## src/shared/fws_pkg.sv

```systemverilog
// package for the flash write-status host controller
package fws_pkg;
  // control register offsets (word addresses on the software port)
  localparam logic [3:0] REG_CTRL   = 4'h0;
  localparam logic [3:0] REG_STATUS = 4'h1;
  localparam logic [3:0] REG_ADDR   = 4'h2;
  localparam logic [3:0] REG_RDATA  = 4'h3;
  // control register fields
  localparam int CTRL_START  = 0;
  localparam int CTRL_WINCHK = 1;
  // status register fields
  localparam int ST_BUSY     = 0;
  localparam int ST_DONE     = 1;
  localparam int ST_FAIL     = 2;
  localparam int ST_READY    = 3;
  localparam int ST_WINDOW   = 4;
  localparam int ST_NEEDRST  = 5;
  // data bus bit positions of the status bits
  localparam int BIT_POLL    = 7;
  localparam int BIT_TOGGLE  = 6;
  localparam int BIT_TMOFAIL = 5;
  localparam int BIT_WINDOW  = 3;
  localparam int BIT_SECTGL  = 2;
  // bus timing: counter loads for strobe width (plus one clock) and read recovery (plus two clocks)
  localparam logic [3:0] RD_LOW_CYC  = 4'h3;
  localparam logic [3:0] RD_HIGH_CYC = 4'h2;
  localparam logic [7:0] RESET_CMD   = 8'hF0;

  typedef enum logic [2:0] {
    FWS_IDLE  = 3'b000,
    FWS_RD    = 3'b001,
    FWS_GAP   = 3'b011,
    FWS_EVAL  = 3'b010,
    FWS_WR    = 3'b110,
    FWS_DONE  = 3'b111
  } fws_state_t;

  typedef struct packed {
    logic        cs_n;
    logic        oe_n;
    logic        we_n;
    logic [17:0] addr;
    logic [7:0]  dq_out;
    logic        dq_oe;
  } fws_bus_t;
endpackage

```

## src/fws_host.sv

```systemverilog
// host controller running the toggle-bit status check on a parallel flash
//
// The register offsets and the plain strobed port were left to the implementer.
`timescale 1ns/1ps
// How it works
// - host reads twice back to back; unchanged toggle means done
// - toggling with fail bit high: recheck, still toggling means failure
// - interrupted monitoring restarts from the first double read
// - after failure the host issues the reset command
// - host may ignore window bit only if commands under 50 us apart
// - host samples window bit before and after each extra sector erase; this host samples it only at the first read of a poll, with winchk set
// - host reads at program address or an erasing sector address
module fws_host
  import fws_pkg::*;
(
  // system
  input  wire logic        i_clk_sys,
  input  wire logic        i_nrst,
  // software port
  input  wire logic [3:0]  i_reg_addr,
  input  wire logic [31:0] i_reg_wdata,
  input  wire logic        i_reg_wr,
  input  wire logic        i_reg_rd,
  output logic      [31:0] o_reg_rdata,
  // flash pins
  output fws_pkg::fws_bus_t o_flash,
  input  wire logic [7:0]  i_flash_dq,
  input  wire logic        i_ready_busy_output
);
  import fws_pkg::*;

  typedef struct packed {
    fws_state_t  st;
    logic [3:0]  cnt;
    logic [1:0]  nrd;
    logic [7:0]  first;
    logic [7:0]  last;
    logic        fail_seen;
    logic        busy;
    logic        done;
    logic        fail;
    logic        win_pre;
    logic        needrst;
    logic        winchk;
    logic        again;
    logic [17:0] addr;
    logic [7:0]  rdata;
    logic [31:0] rd_q;
    fws_bus_t    bus;
  } fws_regs_t;

  fws_regs_t  r_q;
  fws_regs_t  r_d;
  logic [1:0] rst_sync_q;
  logic       rst_n;
  logic [7:0] dq_s1_q;
  logic [7:0] dq_s2_q;
  logic [7:0] dq_s3_q;
  logic [2:0] rb_sync_q;
  logic       ready_lvl_q;
  logic       tgl_changed;

  always_ff @(posedge i_clk_sys or negedge i_nrst)
  begin
    if (!i_nrst)
      rst_sync_q <= 2'h0;
    else
      rst_sync_q <= {rst_sync_q[0], 1'b1};
  end
  assign rst_n = rst_sync_q[1];

  // data pins settle during the long read strobe, so three stages suffice
  always_ff @(posedge i_clk_sys or negedge rst_n)
  begin
    if (!rst_n)
    begin
      dq_s1_q     <= 8'h00;
      dq_s2_q     <= 8'h00;
      dq_s3_q     <= 8'h00;
      rb_sync_q   <= 3'h0;
      ready_lvl_q <= 1'b0;
    end
    else
    begin
      dq_s1_q   <= i_flash_dq;
      dq_s2_q   <= dq_s1_q;
      dq_s3_q   <= dq_s2_q;
      rb_sync_q <= {rb_sync_q[1:0], i_ready_busy_output};
      // open-drain line shared by several parts: high only when all released
      if (rb_sync_q[1] == rb_sync_q[2])
        ready_lvl_q <= rb_sync_q[2];
    end
  end

  assign tgl_changed = r_q.first[BIT_TOGGLE] != dq_s3_q[BIT_TOGGLE];

  always_comb
  begin
    r_d = r_q;
    r_d.rd_q = 32'h0;
    if (i_reg_rd)
    begin
      case (i_reg_addr)
        REG_CTRL:   r_d.rd_q = {30'h0, r_q.winchk, 1'b0};
        REG_STATUS: r_d.rd_q = {26'h0, r_q.needrst, r_q.win_pre, ready_lvl_q,
                                r_q.fail, r_q.done, r_q.busy};
        REG_ADDR:   r_d.rd_q = {14'h0, r_q.addr};
        REG_RDATA:  r_d.rd_q = {24'h0, r_q.rdata};
        default:    r_d.rd_q = 32'h0;
      endcase
    end
    if (i_reg_wr && i_reg_addr == REG_ADDR)
      r_d.addr = i_reg_wdata[17:0];
    case (r_q.st)
      FWS_IDLE: ;
      FWS_RD:
      begin
        if (r_q.cnt != 4'h0)
          r_d.cnt = r_q.cnt - 4'h1;
        else
        begin
          r_d.bus.oe_n = 1'b1;
          r_d.bus.cs_n = 1'b1;
          r_d.cnt = RD_HIGH_CYC;
          r_d.st = FWS_EVAL;
        end
      end
      FWS_EVAL:
      begin
        r_d.st = FWS_GAP;
        r_d.rdata = dq_s3_q;
        if (r_q.nrd == 2'h0)
        begin
          r_d.first = dq_s3_q;
          r_d.nrd = 2'h1;
          if (r_q.winchk)
            r_d.win_pre = dq_s3_q[BIT_WINDOW];
        end
        else if (!tgl_changed)
        begin
          // stopped toggling: finished, possibly after the fail bit rose
          r_d.st = FWS_DONE;
          r_d.done = 1'b1;
        end
        else if (r_q.fail_seen)
        begin
          // still toggling after the fail bit was seen
          r_d.fail = 1'b1;
          r_d.needrst = 1'b1;
          r_d.st = FWS_WR;
          r_d.cnt = RD_LOW_CYC;
          r_d.bus.cs_n = 1'b0;
          r_d.bus.we_n = 1'b0;
          r_d.bus.dq_out = RESET_CMD;
          r_d.bus.dq_oe = 1'b1;
        end
        else
        begin
          r_d.first = dq_s3_q;
          r_d.fail_seen = dq_s3_q[BIT_TMOFAIL];
        end
      end
      FWS_GAP:
      begin
        if (r_q.cnt != 4'h0)
          r_d.cnt = r_q.cnt - 4'h1;
        else
        begin
          r_d.st = FWS_RD;
          r_d.cnt = RD_LOW_CYC;
          r_d.bus.cs_n = 1'b0;
          r_d.bus.oe_n = 1'b0;
        end
      end
      FWS_WR:
      begin
        if (r_q.cnt != 4'h0)
          r_d.cnt = r_q.cnt - 4'h1;
        else
        begin
          r_d.bus.we_n = 1'b1;
          r_d.bus.cs_n = 1'b1;
          r_d.bus.dq_oe = 1'b0;
          r_d.needrst = 1'b0;
          // a restart seen during the reset write resumes polling afterwards
          if (r_q.again)
          begin
            r_d.again = 1'b0;
            r_d.st = FWS_GAP;
            r_d.cnt = RD_HIGH_CYC;
          end
          else
            r_d.st = FWS_DONE;
        end
      end
      FWS_DONE:
      begin
        r_d.busy = 1'b0;
        r_d.st = FWS_IDLE;
      end
      default: r_d.st = FWS_IDLE;
    endcase
    // start is decoded after the sequencer so a restart overrides its choice;
    // a strobe already on the pins still runs to its full width
    if (i_reg_wr && i_reg_addr == REG_CTRL)
    begin
      r_d.winchk = i_reg_wdata[CTRL_WINCHK];
      if (i_reg_wdata[CTRL_START])
      begin
        r_d.nrd = 2'h0;
        r_d.fail_seen = 1'b0;
        r_d.busy = 1'b1;
        r_d.done = 1'b0;
        r_d.fail = 1'b0;
        r_d.needrst = 1'b0;
        r_d.win_pre = 1'b0;
        r_d.again = 1'b0;
        case (r_q.st)
          FWS_RD: ;
          FWS_WR:
          begin
            if (r_q.cnt != 4'h0)
              r_d.again = 1'b1;
            else
            begin
              r_d.st = FWS_GAP;
              r_d.cnt = RD_HIGH_CYC;
            end
          end
          default:
          begin
            r_d.st = FWS_RD;
            r_d.cnt = RD_LOW_CYC;
            r_d.bus.cs_n = 1'b0;
            r_d.bus.oe_n = 1'b0;
            r_d.bus.we_n = 1'b1;
            r_d.bus.dq_oe = 1'b0;
            r_d.bus.addr = r_d.addr;
          end
        endcase
      end
    end
  end

  always_ff @(posedge i_clk_sys or negedge rst_n)
  begin
    if (!rst_n)
    begin
      r_q <= '0;
      r_q.st <= FWS_IDLE;
      r_q.bus.cs_n <= 1'b1;
      r_q.bus.oe_n <= 1'b1;
      r_q.bus.we_n <= 1'b1;
    end
    else
      r_q <= r_d;
  end

  assign o_flash = r_q.bus;
  assign o_reg_rdata = r_q.rd_q;
endmodule // fws_host

```

## config.mk

```make
export PLATFORM = sky130hd
export DESIGN_NAME = fws_host
export DESIGN_NICKNAME = d
export VERILOG_FILES = /design/src/shared/fws_pkg.sv /design/src/fws_host.sv
export SDC_FILE = /design/constraint.sdc
export NUM_CORES = 1
export LEC_CHECK = 0
export BUFFER_PORTS_ARGS = -buffer_cell sky130_fd_sc_hd__buf_4
export CAP_MARGIN = 20
export CORE_ASPECT_RATIO = 1.2
export CORE_UTILIZATION = 32
export CTS_BUF_LIST = sky130_fd_sc_hd__clkbuf_16
export CTS_CLUSTER_DIAMETER = 60
export DETAILED_ROUTE_END_ITERATION = 7
export SLEW_MARGIN = 20
export SYNTH_ARGS = -nofsm -noshare
export SYNTH_HDL_FRONTEND = slang
export SYNTH_SLANG_ARGS = --single-unit
export TNS_END_PERCENT = 100
```

## constraint.sdc

```tcl
create_clock -name i_clk_sys -period 4.1 [get_ports i_clk_sys]
set_input_delay 0.41 -clock i_clk_sys [delete_from_list [all_inputs] [get_ports i_clk_sys]]
set_output_delay 0.41 -clock i_clk_sys [all_outputs]
set_load 0.005 [all_outputs]
```

After elaboration in Yosys (flattened, before gate mapping). Cells that the tools add are included.

Register bits: 136. Bits in latches: 0. Bits in writable memories: 0. Bits in read-only memories: 0. Output and inout bits: 62. Memories kept: 0.

Add/sub/neg operators: 1. $mul: 0. Div/mod/pow operators: 0. $lt $le $gt $ge: 0. Equality and inequality tests: 11. Shifts and indexed selects: 0. Mux-type cells: 74. Bitwise logic cells: 2. Reduce and logical (&&, ||, !) cells: 11.

Operators with widths (number): $pmux W18 S4 (1); $mux W21 (3); $mux W1 (34); $mux W32 (1); $mux W8 (4); $mux W7 (3); $mux W4 (5); $mux W18 (1); $mux W3 (6); $mux W9 (2); $pmux W4 S4 (1); $pmux W3 S5 (1); $pmux W7 S2 (1); $mux W10 (1); $eq A4 B2 Y1 const B (2); $mux W2 (4); $pmux W1 S2 (4); $eq A3 B2 Y1 const B (2); $eq A3 B3 Y1 const B (2); $mux W6 (1); $reduce_and A3 Y1 (2); $eq A4 B1 Y1 const B (1); $logic_not A4 Y1 (1); $pmux W1 S4 (1); 13 further kinds (15).

Longest topological paths before layout. Gate-level depths: netlist of run 1.

Depth after elaboration: 8. Mapped depth: 6. Gate-level depth less buffers: 6.

Worst setup path after synthesis of run 1. No wires, ideal clock.

Path kind: flip-flop to flip-flop. From: register r_q[114] in the netlist's numbering. To: register r_q[115] in the netlist's numbering. Library setup time: 0.126 ns. Arrival time: 1.659 ns. Setup slack: 2.314 ns. Cell stages (with the launch flop): 7. Buffers on the path: 0. Clock period less this slack: 1.786 ns. Cells stage by stage: dfrtp_1 -> inv_1 -> ha_1 -> or3b_2 -> o21ai_0 -> a22oi_1 -> a311o_1.

RTL lines: start: declaration (RTL line fws_host.sv:52) `fws_regs_t r_q;`; start signal: assignment (RTL line fws_host.sv:256) `r_q <= r_d;`.

Final worst setup path of run 1.
From: input i_reg_addr[0]. To: register r_q (netlist bit o_flash[26]).

Cells in the longest elaborated chain, start to end: 3.

Ends and longest elaborated chain: start: declaration (RTL line fws_host.sv:20) `input wire logic [3:0] i_reg_addr,`; $eq A4 B2 Y1 or $logic_not A4 Y1 (tied branches) (RTL line fws_host.sv:112, fws_host.sv:205); $logic_and A1 B1 Y1, on equally long branches (RTL line fws_host.sv:112, fws_host.sv:205); $mux W18 or $reduce_and A3 Y1 (tied branches).

Several ways; a longest one is shown, not always the timed one. A chain may end at the register's enable or synchronous reset.

==> results of run 1 <==
[power breakdown]
part / internal [uW] / switching (uW) / leakage [uW]
combinational: 433 / 326 / 0.00112
clock: 958 / 528 / 0.000287
sequential: 1390 / 201 / 0.00142
[cells by family (layout without fill, tap and decap cells)]
group,Yosys count,after routing,share of synthesized area [%]
adder cells (fa/ha/maj),2,2,0.465
flip-flops,115,115,59.4
AND/OR/NAND/NOR,75,75,8.62
AO/OA/AOI/OAI,43,43,5.68
buffers and inverters,81,122,11.4
XOR/XNOR,3,3,0.542
other,2,19,0.155
multiplexers,55,55,13.7
[cell usage after synthesis, types with 2 or more instances]
cell,count
clkbuf_1,3
nand2b_1,2
nor2_1,20
nor3b_1,2
o21ai_0,12
conb_1,2
and3b_1,2
nor3_1,4
xnor2_1,2
buf_2,6
dfrtp_1,112
a211oi_1,2
nor2b_1,3
nand2_1,13
nand4_1,2
inv_1,8
a22oi_1,6
dfstp_2,3
buf_4,62
mux2_2,40
and2_1,12
a21o_1,2
nand3_1,6
a21oi_1,10
a31oi_1,2
and3_1,2
mux2_4,10
mux2i_1,3
[placed cells by master, fill, tap and decap left out, types with 3 or more instances in the layout]
cell / instances
dfrtp_1: 111
buf_4: 81
mux2_2: 40
nor2_1: 20
conb_1: 19
clkbuf_16: 17
nand2_1: 13
and2_1: 12
o21ai_0: 12
a21oi_1: 10
mux2_4: 10
inv_1: 8
nand3_1: 6
a22oi_1: 6
clkinv_4: 5
nor3_1: 4
nor2b_1: 3
mux2i_1: 3
clkinvlp_4: 3
bufinv_16: 3
dfstp_2: 3
[how the worst min path moves through the flow]
| stage | start | endpoint | cells past startpoint |
|---|---|---|---|
| 2_1_floorplan | i_nrst | rst_sync_q[0]$_DFF_PN0_ | 0 |
| 3_3_place_gp | i_nrst | rst_sync_q[0]$_DFF_PN0_ | 1 |
| 3_5_place_dp | i_nrst | rst_sync_q[0]$_DFF_PN0_ | 1 |
| 4_1_cts | i_flash_dq[0] | dq_s1_q[0]$_DFF_PN0_ | 1 |
| 5_1_grt | i_flash_dq[4] | dq_s1_q[4]$_DFF_PN0_ | 1 |
| 6_report | i_flash_dq[0] | dq_s1_q[0]$_DFF_PN0_ | 1 |
[final cells by class]
type | instances | area (um2) | share of cell area (%)
well taps | 200 | 250 | 4.26
clock buffers | 17 | 425 | 7.25
repair buffers | 82 | 618 | 10.5
multi-input cells | 197 | 1480 | 25.2
flip-flops and latches | 115 | 2890 | 49.2
clock inverters | 15 | 183 | 3.11
inverters | 8 | 30.0 | 0.512
[stage by stage]
stage               hold WS, ps  power [uW]
finish                      110        3840
global route               85.5        4050
CTS                        91.4        3880
detailed placement          194        2380
global placement            193        2340
floorplan                   114        2190
[sequential cells by signal, summed over array words and instances, names as in the netlist]
register,count
o_flash,23
dq_s1_q,8
o_reg_rdata,18
rb_sync_q,3
rst_sync_q,2
ready_lvl_q,1
dq_s3_q,8
r_q,44
dq_s2_q,8
[critical path, delay by kind of cell]
kind                   cells  cell delay [ps]
buffers and inverters      1              170
muxes                      1              520
and+or+nand+nor            3             1520
[metal layers]
metal	vias up	track usage, %	wire length [um]
li1	1293	-	-
met1	1402	15.4	4030
met2	108	19.3	4400
met3	15	4.96	624
met4	0	5.48	139
met5	-	0	0
==> impl_metrics.toml, run 1 <==
[layout]
num-fill-cells = 1408
post-route-cell-area_mm2 = 0.00587
antenna_cells = 0
layout.cells.non_filler = 634
fin_nets = 471
syn_to_final_growth_pct = 21.1
drive_gt1_share_pct = 40.1
fin_util_pct = 40.2

[critical_path]
crit_path_start_kind = "primary input"
startpoint = "i_reg_addr[0]"
worstReg2RegStart = "r_q[118]$_DFF_PN0_"
critPathRequiredTime_ps = 4380
critPathKind = "primary input to register"
crit_slowest_cell = "nand3_2"
end_kind = "register"
worstPathMaxFanout = 22
critPathCapture = "o_flash[26]$_DFFE_PN0P_"
r2r_slack_ps = 1870
cp.arrival_ps = 2630
crit_chain = "buf_4 -> nor4b_4 -> and2_1 -> nand3_2 -> mux2_1"
reg2reg_depth = 4
r2r-end = "o_flash[18]$_DFFE_PN0P_"
critPathMaxStageDelay_ps = 650

[sta]
finClkSkew_ps = 5.71
finalHoldViolations = 0
rsz0062_at_grt = "false"
fin_tns_setup_ps = 0
setup_viol = 0
min_period_ps = 2350
fmax_ghz = 0.426
max_slew.worst_pin.slew_ps = 743
fin_ws_ps = 1750
min_period_over_period_pct = 57.2
finalMaxSlewViolations = 0
relSlewSlack_pct = 50.3

[synth]
ys.flop_type = "dfrtp_1"
synthTopCellsByArea = "dfrtp_1 58%, buf_4 9.6%, mux2_2 9.3%, mux2_4 3.1%, dfstp_2 1.6%"
syn_inst = 376
avgSynthCellArea_um2 = 12.9
synth_seq_area_share_pct = 59.4
ys_warn_count = 0
async_flop_share_pct = 100
synth_edf_count = 0
yosysTopAreaCellShare_pct = 57.8
yosys.area.top_type = "dfrtp_1"
synth_cell_types = 51
syn_area_mm2 = 0.00485
ys_ff_latch = 115

[clock_tree]
clock_latency_ps = 400
cts_hold_buf = 1
cts_resized = 0
cts_tree = "built"
cts-root-buf = "clkbuf_16"
cts_buffers = 17
cts_setup_buffers = 0
clkSlewWorstSetupHoldPaths_ps = 50
clk_path_buf_depth = 2
cts_sinks = 115
h-tree-depth = 4

[detailed_routing]
wl_mm = 9.19
wire_per_inst_um = 14.5
dr.pass1.iters = 4
drt_iter0_markers = 109
drc = 0
vias = 2818
viasPerCell = 4.44
antenna_left = 0

[place]
io_buffer_count = 78
hpwl_mm = 6.42
dpl_worst_slack_ps = 1290
placedInstanceArea_mm2 = 0.00525
place.gp.congestion = 0.832
dp.cells = 601

[floorplanning]
num_rows = 48
die_y_um = 137
io-pin-count = 111
die_area_mm2 = 0.0156
core_area_mm2 = 0.0146
start_util_pct = 33.2
die_w_um = 114

[global_route]
grt_max_degree = 58
overflow = 0
grt_usage_pct = 12.5
grt_pass1_wl_mm = 14.4
antenna_found_initial = 0
grt_pass1_vias = 2801

[hold_path]
hold_class = "primary input to register"

[status]
outcome = "completed"

[pwr]
ir_worst_vdd_mv = 0.326
powerDensity_mw_per_mm2 = 654
leakagePower_uw = 0.00283

[run]
drv_cap = 0
No activity file was read; power rests on OpenSTA's default activity.
==> run 2: changes to the inputs <==
Clock period 4.1 ns to 1.93 ns, I/O delays scaled along.
==> run 2 against run 1 <==
Net effect: critical path depth is 3 higher; wire length rose by 5.0%; die area unchanged; cell count increased by 3.9%; clock power grew 130%; core utilization grew 2.1 points; clock skew is 1.8 ps higher; non-clock buffer count rose by 25; flip-flop and latch count is the same; critical path type is now register to register; combinational power rose by 130%.
==> impl_metrics.toml, run 2 (synthesis gave the netlist of run 1 again) <==
[hold_path]
hold_class = "primary input to register"
hold_path_depth = 2
min_from = "i_reg_wdata[14]"
hold_end = "r_q[84]$_DFF_PN0_"

[sta]
relSlewSlack_pct = 62.9
finalHoldViolations = 0
finClkSkew_ps = 7.47
min_period_over_period_pct = 94.9
fmax_ghz = 0.546
setup_viol = 0
rsz0062_at_grt = "false"
max_slew.worst_pin.slew_ps = 557
finalMaxSlewViolations = 0
hold_slack_ps = 30.9
min_period_ps = 1830
fin_tns_setup_ps = 0

[layout]
largest_reg_flops = 44
fin_util_pct = 42.3
antenna_cells = 0
layout.cells.non_filler = 659
final_common_cell = "dfrtp_1"
syn_to_final_growth_pct = 27.5
drive_gt1_share_pct = 40.7
final_cell_mix = "111 x dfrtp_1, 92 x buf_4, 40 x mux2_2"
largest-register = "r_q"
fin_nets = 496
post-route-cell-area_mm2 = 0.00618

[clock_tree]
clk_path_buf_depth = 2
cts_buffers = 17
h-tree-depth = 4
cts_tree = "built"
cts_setup_buffers = 0
cts-root-buf = "clkbuf_16"
cts_sinks = 115
clkSlewWorstSetupHoldPaths_ps = 60
clock_latency_ps = 410

[pwr]
powerDensity_mw_per_mm2 = 1400
ir_worst_vdd_mv = 0.702
leakagePower_uw = 0.00299

[critical_path]
worstPathMaxFanout = 7
startpoint = "r_q[114]$_DFF_PN0_"
r2r-end = "r_q[115]$_DFF_PN0_"
end_kind = "register"
crit_path_start_kind = "register"
critPathKind = "register to register"
cp.arrival_ps = 2120
reg2reg_depth = 8
r2r_slack_ps = 100
worstReg2RegStart = "r_q[114]$_DFF_PN0_"
critPathRequiredTime_ps = 2220

[place]
hpwl_mm = 6.67
io_buffer_count = 78
place.gp.congestion = 0.854
dp.cells = 615
placedInstanceArea_mm2 = 0.00539

[global_route]
antenna_found_initial = 0
grt_usage_pct = 13.6
grt_pass1_wl_mm = 15.7
grt_max_degree = 39
overflow = 0
grt_pass1_vias = 3055

[detailed_routing]
wire_per_inst_um = 14.7
wl_mm = 9.66
antenna_left = 0
dr.pass1.iters = 4
viasPerCell = 4.52
vias = 2980
drt_iter0_markers = 147
drc = 0

[floorplanning]
die_w_um = 114
core_area_mm2 = 0.0146
num_rows = 48
start_util_pct = 33.2
io-pin-count = 111
die_y_um = 137
die_area_mm2 = 0.0156

[status]
outcome = "completed"

[run]
drv_cap = 0
## run 2: cell types whose count changed in the layout (fill, tap and decap cells not counted), sizes merged
cell	previous run	this run
buf	81	95
dlygate4sd3	1	12
bufinv	3	6
clkinv	7	6
clkinvlp	3	2
inv	10	9
## run 2: how the worst max path moves through the flow
| stage | end | slack [ps] | cells after the start |
|---|---|---|---|
| floorplan | dq_s1_q[0]$_DFF_PN0_ | 10 | 0 |
| global placement | o_flash[26]$_DFFE_PN0P_ | 70 | 5 |
| detailed placement | o_flash[20]$_DFFE_PN0P_ | 50 | 5 |
| CTS | r_q[115]$_DFF_PN0_ | 100 | 6 |
| global route | r_q[115]$_DFF_PN0_ | 8 | 8 |
| finish | r_q[115]$_DFF_PN0_ | 100 | 8 |
## run 2: area by class of cell
type / instances / area (um2)
sequential: 115 / 2890
fill: 1339 / 8420
clock inverter: 15 / 239
inverter: 8 / 30.0
tap: 200 / 250
clock buffer: 17 / 425
timing repair buffer: 107 / 871
multi-input combinational: 197 / 1480
## run 2: repair_timing
item	in CTS	in global routing
resized for setup	0	1
hold endpoints to repair	13	0
endpoints found under the setup margin	0	1
hold buffers	12	0
## run 2: where the power goes
group	total, uW	switching [uW]	internal (uW)
Sequential	3350	388	2960
Clock	3500	1090	2410
Combinational	1780	764	1010
Total	8620	2240	6380
## run 2: through the flow
stage | total power, uW | worst slack, ps
floorplan | 4650 | 11.1
global placement | 5070 | 66.0
detailed placement | 5140 | 51.8
CTS | 8720 | 99.8
global route | 9100 | 7.86
finish | 8620 | 99.1
## run 2: worst max-delay path, stage by stage, from the launching register on
cell     delay, ps
dfrtp_1        400
inv_1           60
ha_1           210
buf_4          140
nor3b_2        180
buf_4          170
o21ai_0        180
nand2_1         80
a311o_1        310
## run 2: layer usage
metal	wire (um)	global-route usage (%)
met5	0	0
met4	132	4.69
met3	609	5.14
met2	4610	21.6
met1	4310	16.9
==> run 3: changes to the inputs <==
Settings changed: REMOVE_ABC_BUFFERS set to 1.
==> run 3 against run 2 <==
Net effect: clock skew about the same; critical path type unchanged; register-to-register slack got worse by 30 ps; cell count is 0.76% lower; die area is the same; hold slack worse by 2.0 ps; total power is 2.9% lower; critical path depth fell by 2; count of clock-buffer cells in the layout stayed put; combinational power shrank 3%; core utilization decreased by 0.48 points.
==> impl_metrics.toml, run 3 (synthesis gave the netlist of run 1 again) <==
[status]
outcome = "completed"

[critical_path]
critPathKind = "register to register"
cp.arrival_ps = 2150
r2r-end = "r_q[115]$_DFF_PN0_"
reg2reg_depth = 6
worstReg2RegStart = "r_q[115]$_DFF_PN0_"
crit_chain = "inv_1 -> ha_2 -> or3b_2 -> o21ai_1 -> a22oi_1 -> a311o_1"
critPathRequiredTime_ps = 2220
r2r_slack_ps = 70
worstPathMaxFanout = 5
crit_slowest_cell = "or3b_2"
crit_path_start_kind = "register"
critPathMaxStageDelay_ps = 480
end_kind = "register"

[global_route]
grt_pass1_vias = 2944
grt_max_degree = 73
grt_pass1_wl_mm = 15.2
antenna_found_initial = 0
grt_usage_pct = 13.1
overflow = 0

[floorplanning]
die_area_mm2 = 0.0156
num_rows = 48
die_w_um = 114
io-pin-count = 111
start_util_pct = 33.2
die_y_um = 137
core_area_mm2 = 0.0146

[place]
io_buffer_count = 78
place.gp.congestion = 0.802
hpwl_mm = 6.42

[clock_tree]
cts_setup_buffers = 0
clkSlewWorstSetupHoldPaths_ps = 50
cts-root-buf = "clkbuf_16"
clk_path_buf_depth = 2
cts_buffers = 17
cts_tree = "built"
cts_sinks = 115
clock_latency_ps = 410
h-tree-depth = 4

[layout]
fin_nets = 492
drive_gt1_share_pct = 40.1
final_cell_mix = "111 x dfrtp_1, 90 x buf_4, 40 x mux2_2"
num-fill-cells = 1356
final_common_cell = "dfrtp_1"
antenna_cells = 0
largest-register = "r_q"
regArea_mm2 = 0.00289
multiInputGateArea_mm2 = 0.00149
syn_to_final_growth_pct = 26.0
largest_reg_flops = 44

[pwr]
leakagePower_uw = 0.00296
power_switching_uw = 2170
powerDensity_mw_per_mm2 = 1370
p_clk_share_pct = 39.3
netSwitchingFraction_pct = 25.9
p_int_uw = 6210
combPwrFrac_pct = 20.7
ir_worst_vdd_mv = 0.623
p_total_uw = 8370
seq_power_share_pct = 40.0

[hold_path]
hold_class = "primary input to register"
hold_end = "r_q[85]$_DFF_PN0_"
min_from = "i_reg_wdata[15]"
hold_path_depth = 2

[detailed_routing]
wire_per_inst_um = 14.4
drt_iter0_markers = 142
vias = 2887
antenna_left = 0
dr.pass1.iters = 5
wl_mm = 9.42
drc = 0
viasPerCell = 4.41

[sta]
min_period_ps = 1860
fmax_ghz = 0.536
finClkSkew_ps = 7.60
setup_viol = 0
fin_tns_setup_ps = 0
rsz0062_at_grt = "false"
finalMaxSlewViolations = 0
finalHoldViolations = 0
min_period_over_period_pct = 96.6

[run]
drv_cap = 0
## run 3: layout make-up
class	count	share of cell area [%]
clock buffer	17	6.96
clock inverter	14	3.22
inverter	8	0.492
multi-input combinational	197	24.3
sequential	115	47.2
tap	200	4.10
timing repair buffer	103	13.7
## run 3: worst max path at each step
| stage | startpoint | endpoint | slack, ps | depth (start not counted) |
|---|---|---|---|---|
| floorplan | rst_sync_q[1]$_DFF_PN0_ | dq_s1_q[0]$_DFF_PN0_ | -1510 | 0 |
| global placement | r_q[115]$_DFF_PN0_ | r_q[115]$_DFF_PN0_ | 70 | 6 |
| detailed placement | r_q[115]$_DFF_PN0_ | r_q[115]$_DFF_PN0_ | 40 | 6 |
| CTS | r_q[115]$_DFF_PN0_ | r_q[115]$_DFF_PN0_ | 70 | 6 |
| global route | r_q[115]$_DFF_PN0_ | r_q[115]$_DFF_PN0_ | 30 | 6 |
| finish | r_q[115]$_DFF_PN0_ | r_q[115]$_DFF_PN0_ | 70 | 6 |
## run 3: metal layers
layer | up-vias | track usage (%) | part of all wire, % | wire length [um]
li1 | 1336 | - | - | -
met2 | 91 | 20.3 | 49 | 4620
met1 | 1448 | 16.4 | 44 | 4190
met5 | - | 0 | 0 | 0
met3 | 12 | 4.83 | 5.3 | 499
met4 | 0 | 5.19 | 1.2 | 114
## run 3: timing repair
item	4_1_cts	5_1_grt
resized for setup	1	1
endpoints found under the setup margin	1	1
endpoints found under the hold margin	11	0
cloned	0	0
hold buffers	10	0
## run 3: worst max-delay path, delay by kind of cell, from the launching register on
| kind | cells | cell delay (ps) |
|---|---|---|
| and+or+nand+nor | 1 | 480 |
| DFF | 1 | 400 |
| adders and majority gates | 1 | 210 |
| buffers and inverters | 1 | 90 |
| AOI/OAI and AO/OA | 3 | 570 |
## run 3: per-stage QoR
step                      hold slack (ps)  cells  area [um2]  util (%)  setup WS (ps)
after CTS                            4.87    654        6110      41.8           71.5
after global placement              -24.6    613        5380      36.9           70.5
final                                28.9    654        6110      41.9           65.9
after detailed placement            -23.6    613        5380      36.9           37.5
after global routing                 3.66    654        6110      41.9           26.9
after floorplan                      -103    320        4390         -          -1510
## run 3: power groups by stage
| stage | Clock (uW) | Sequential (uW) | Combinational, uW |
|---|---|---|---|
| after floorplan | 0 | 3320 | 1040 |
| after global placement | 0 | 3360 | 1660 |
| after detailed placement | 0 | 3390 | 1720 |
| after CTS | 3380 | 3350 | 1750 |
| after global routing | 3490 | 3430 | 1930 |
| final | 3290 | 3350 | 1730 |
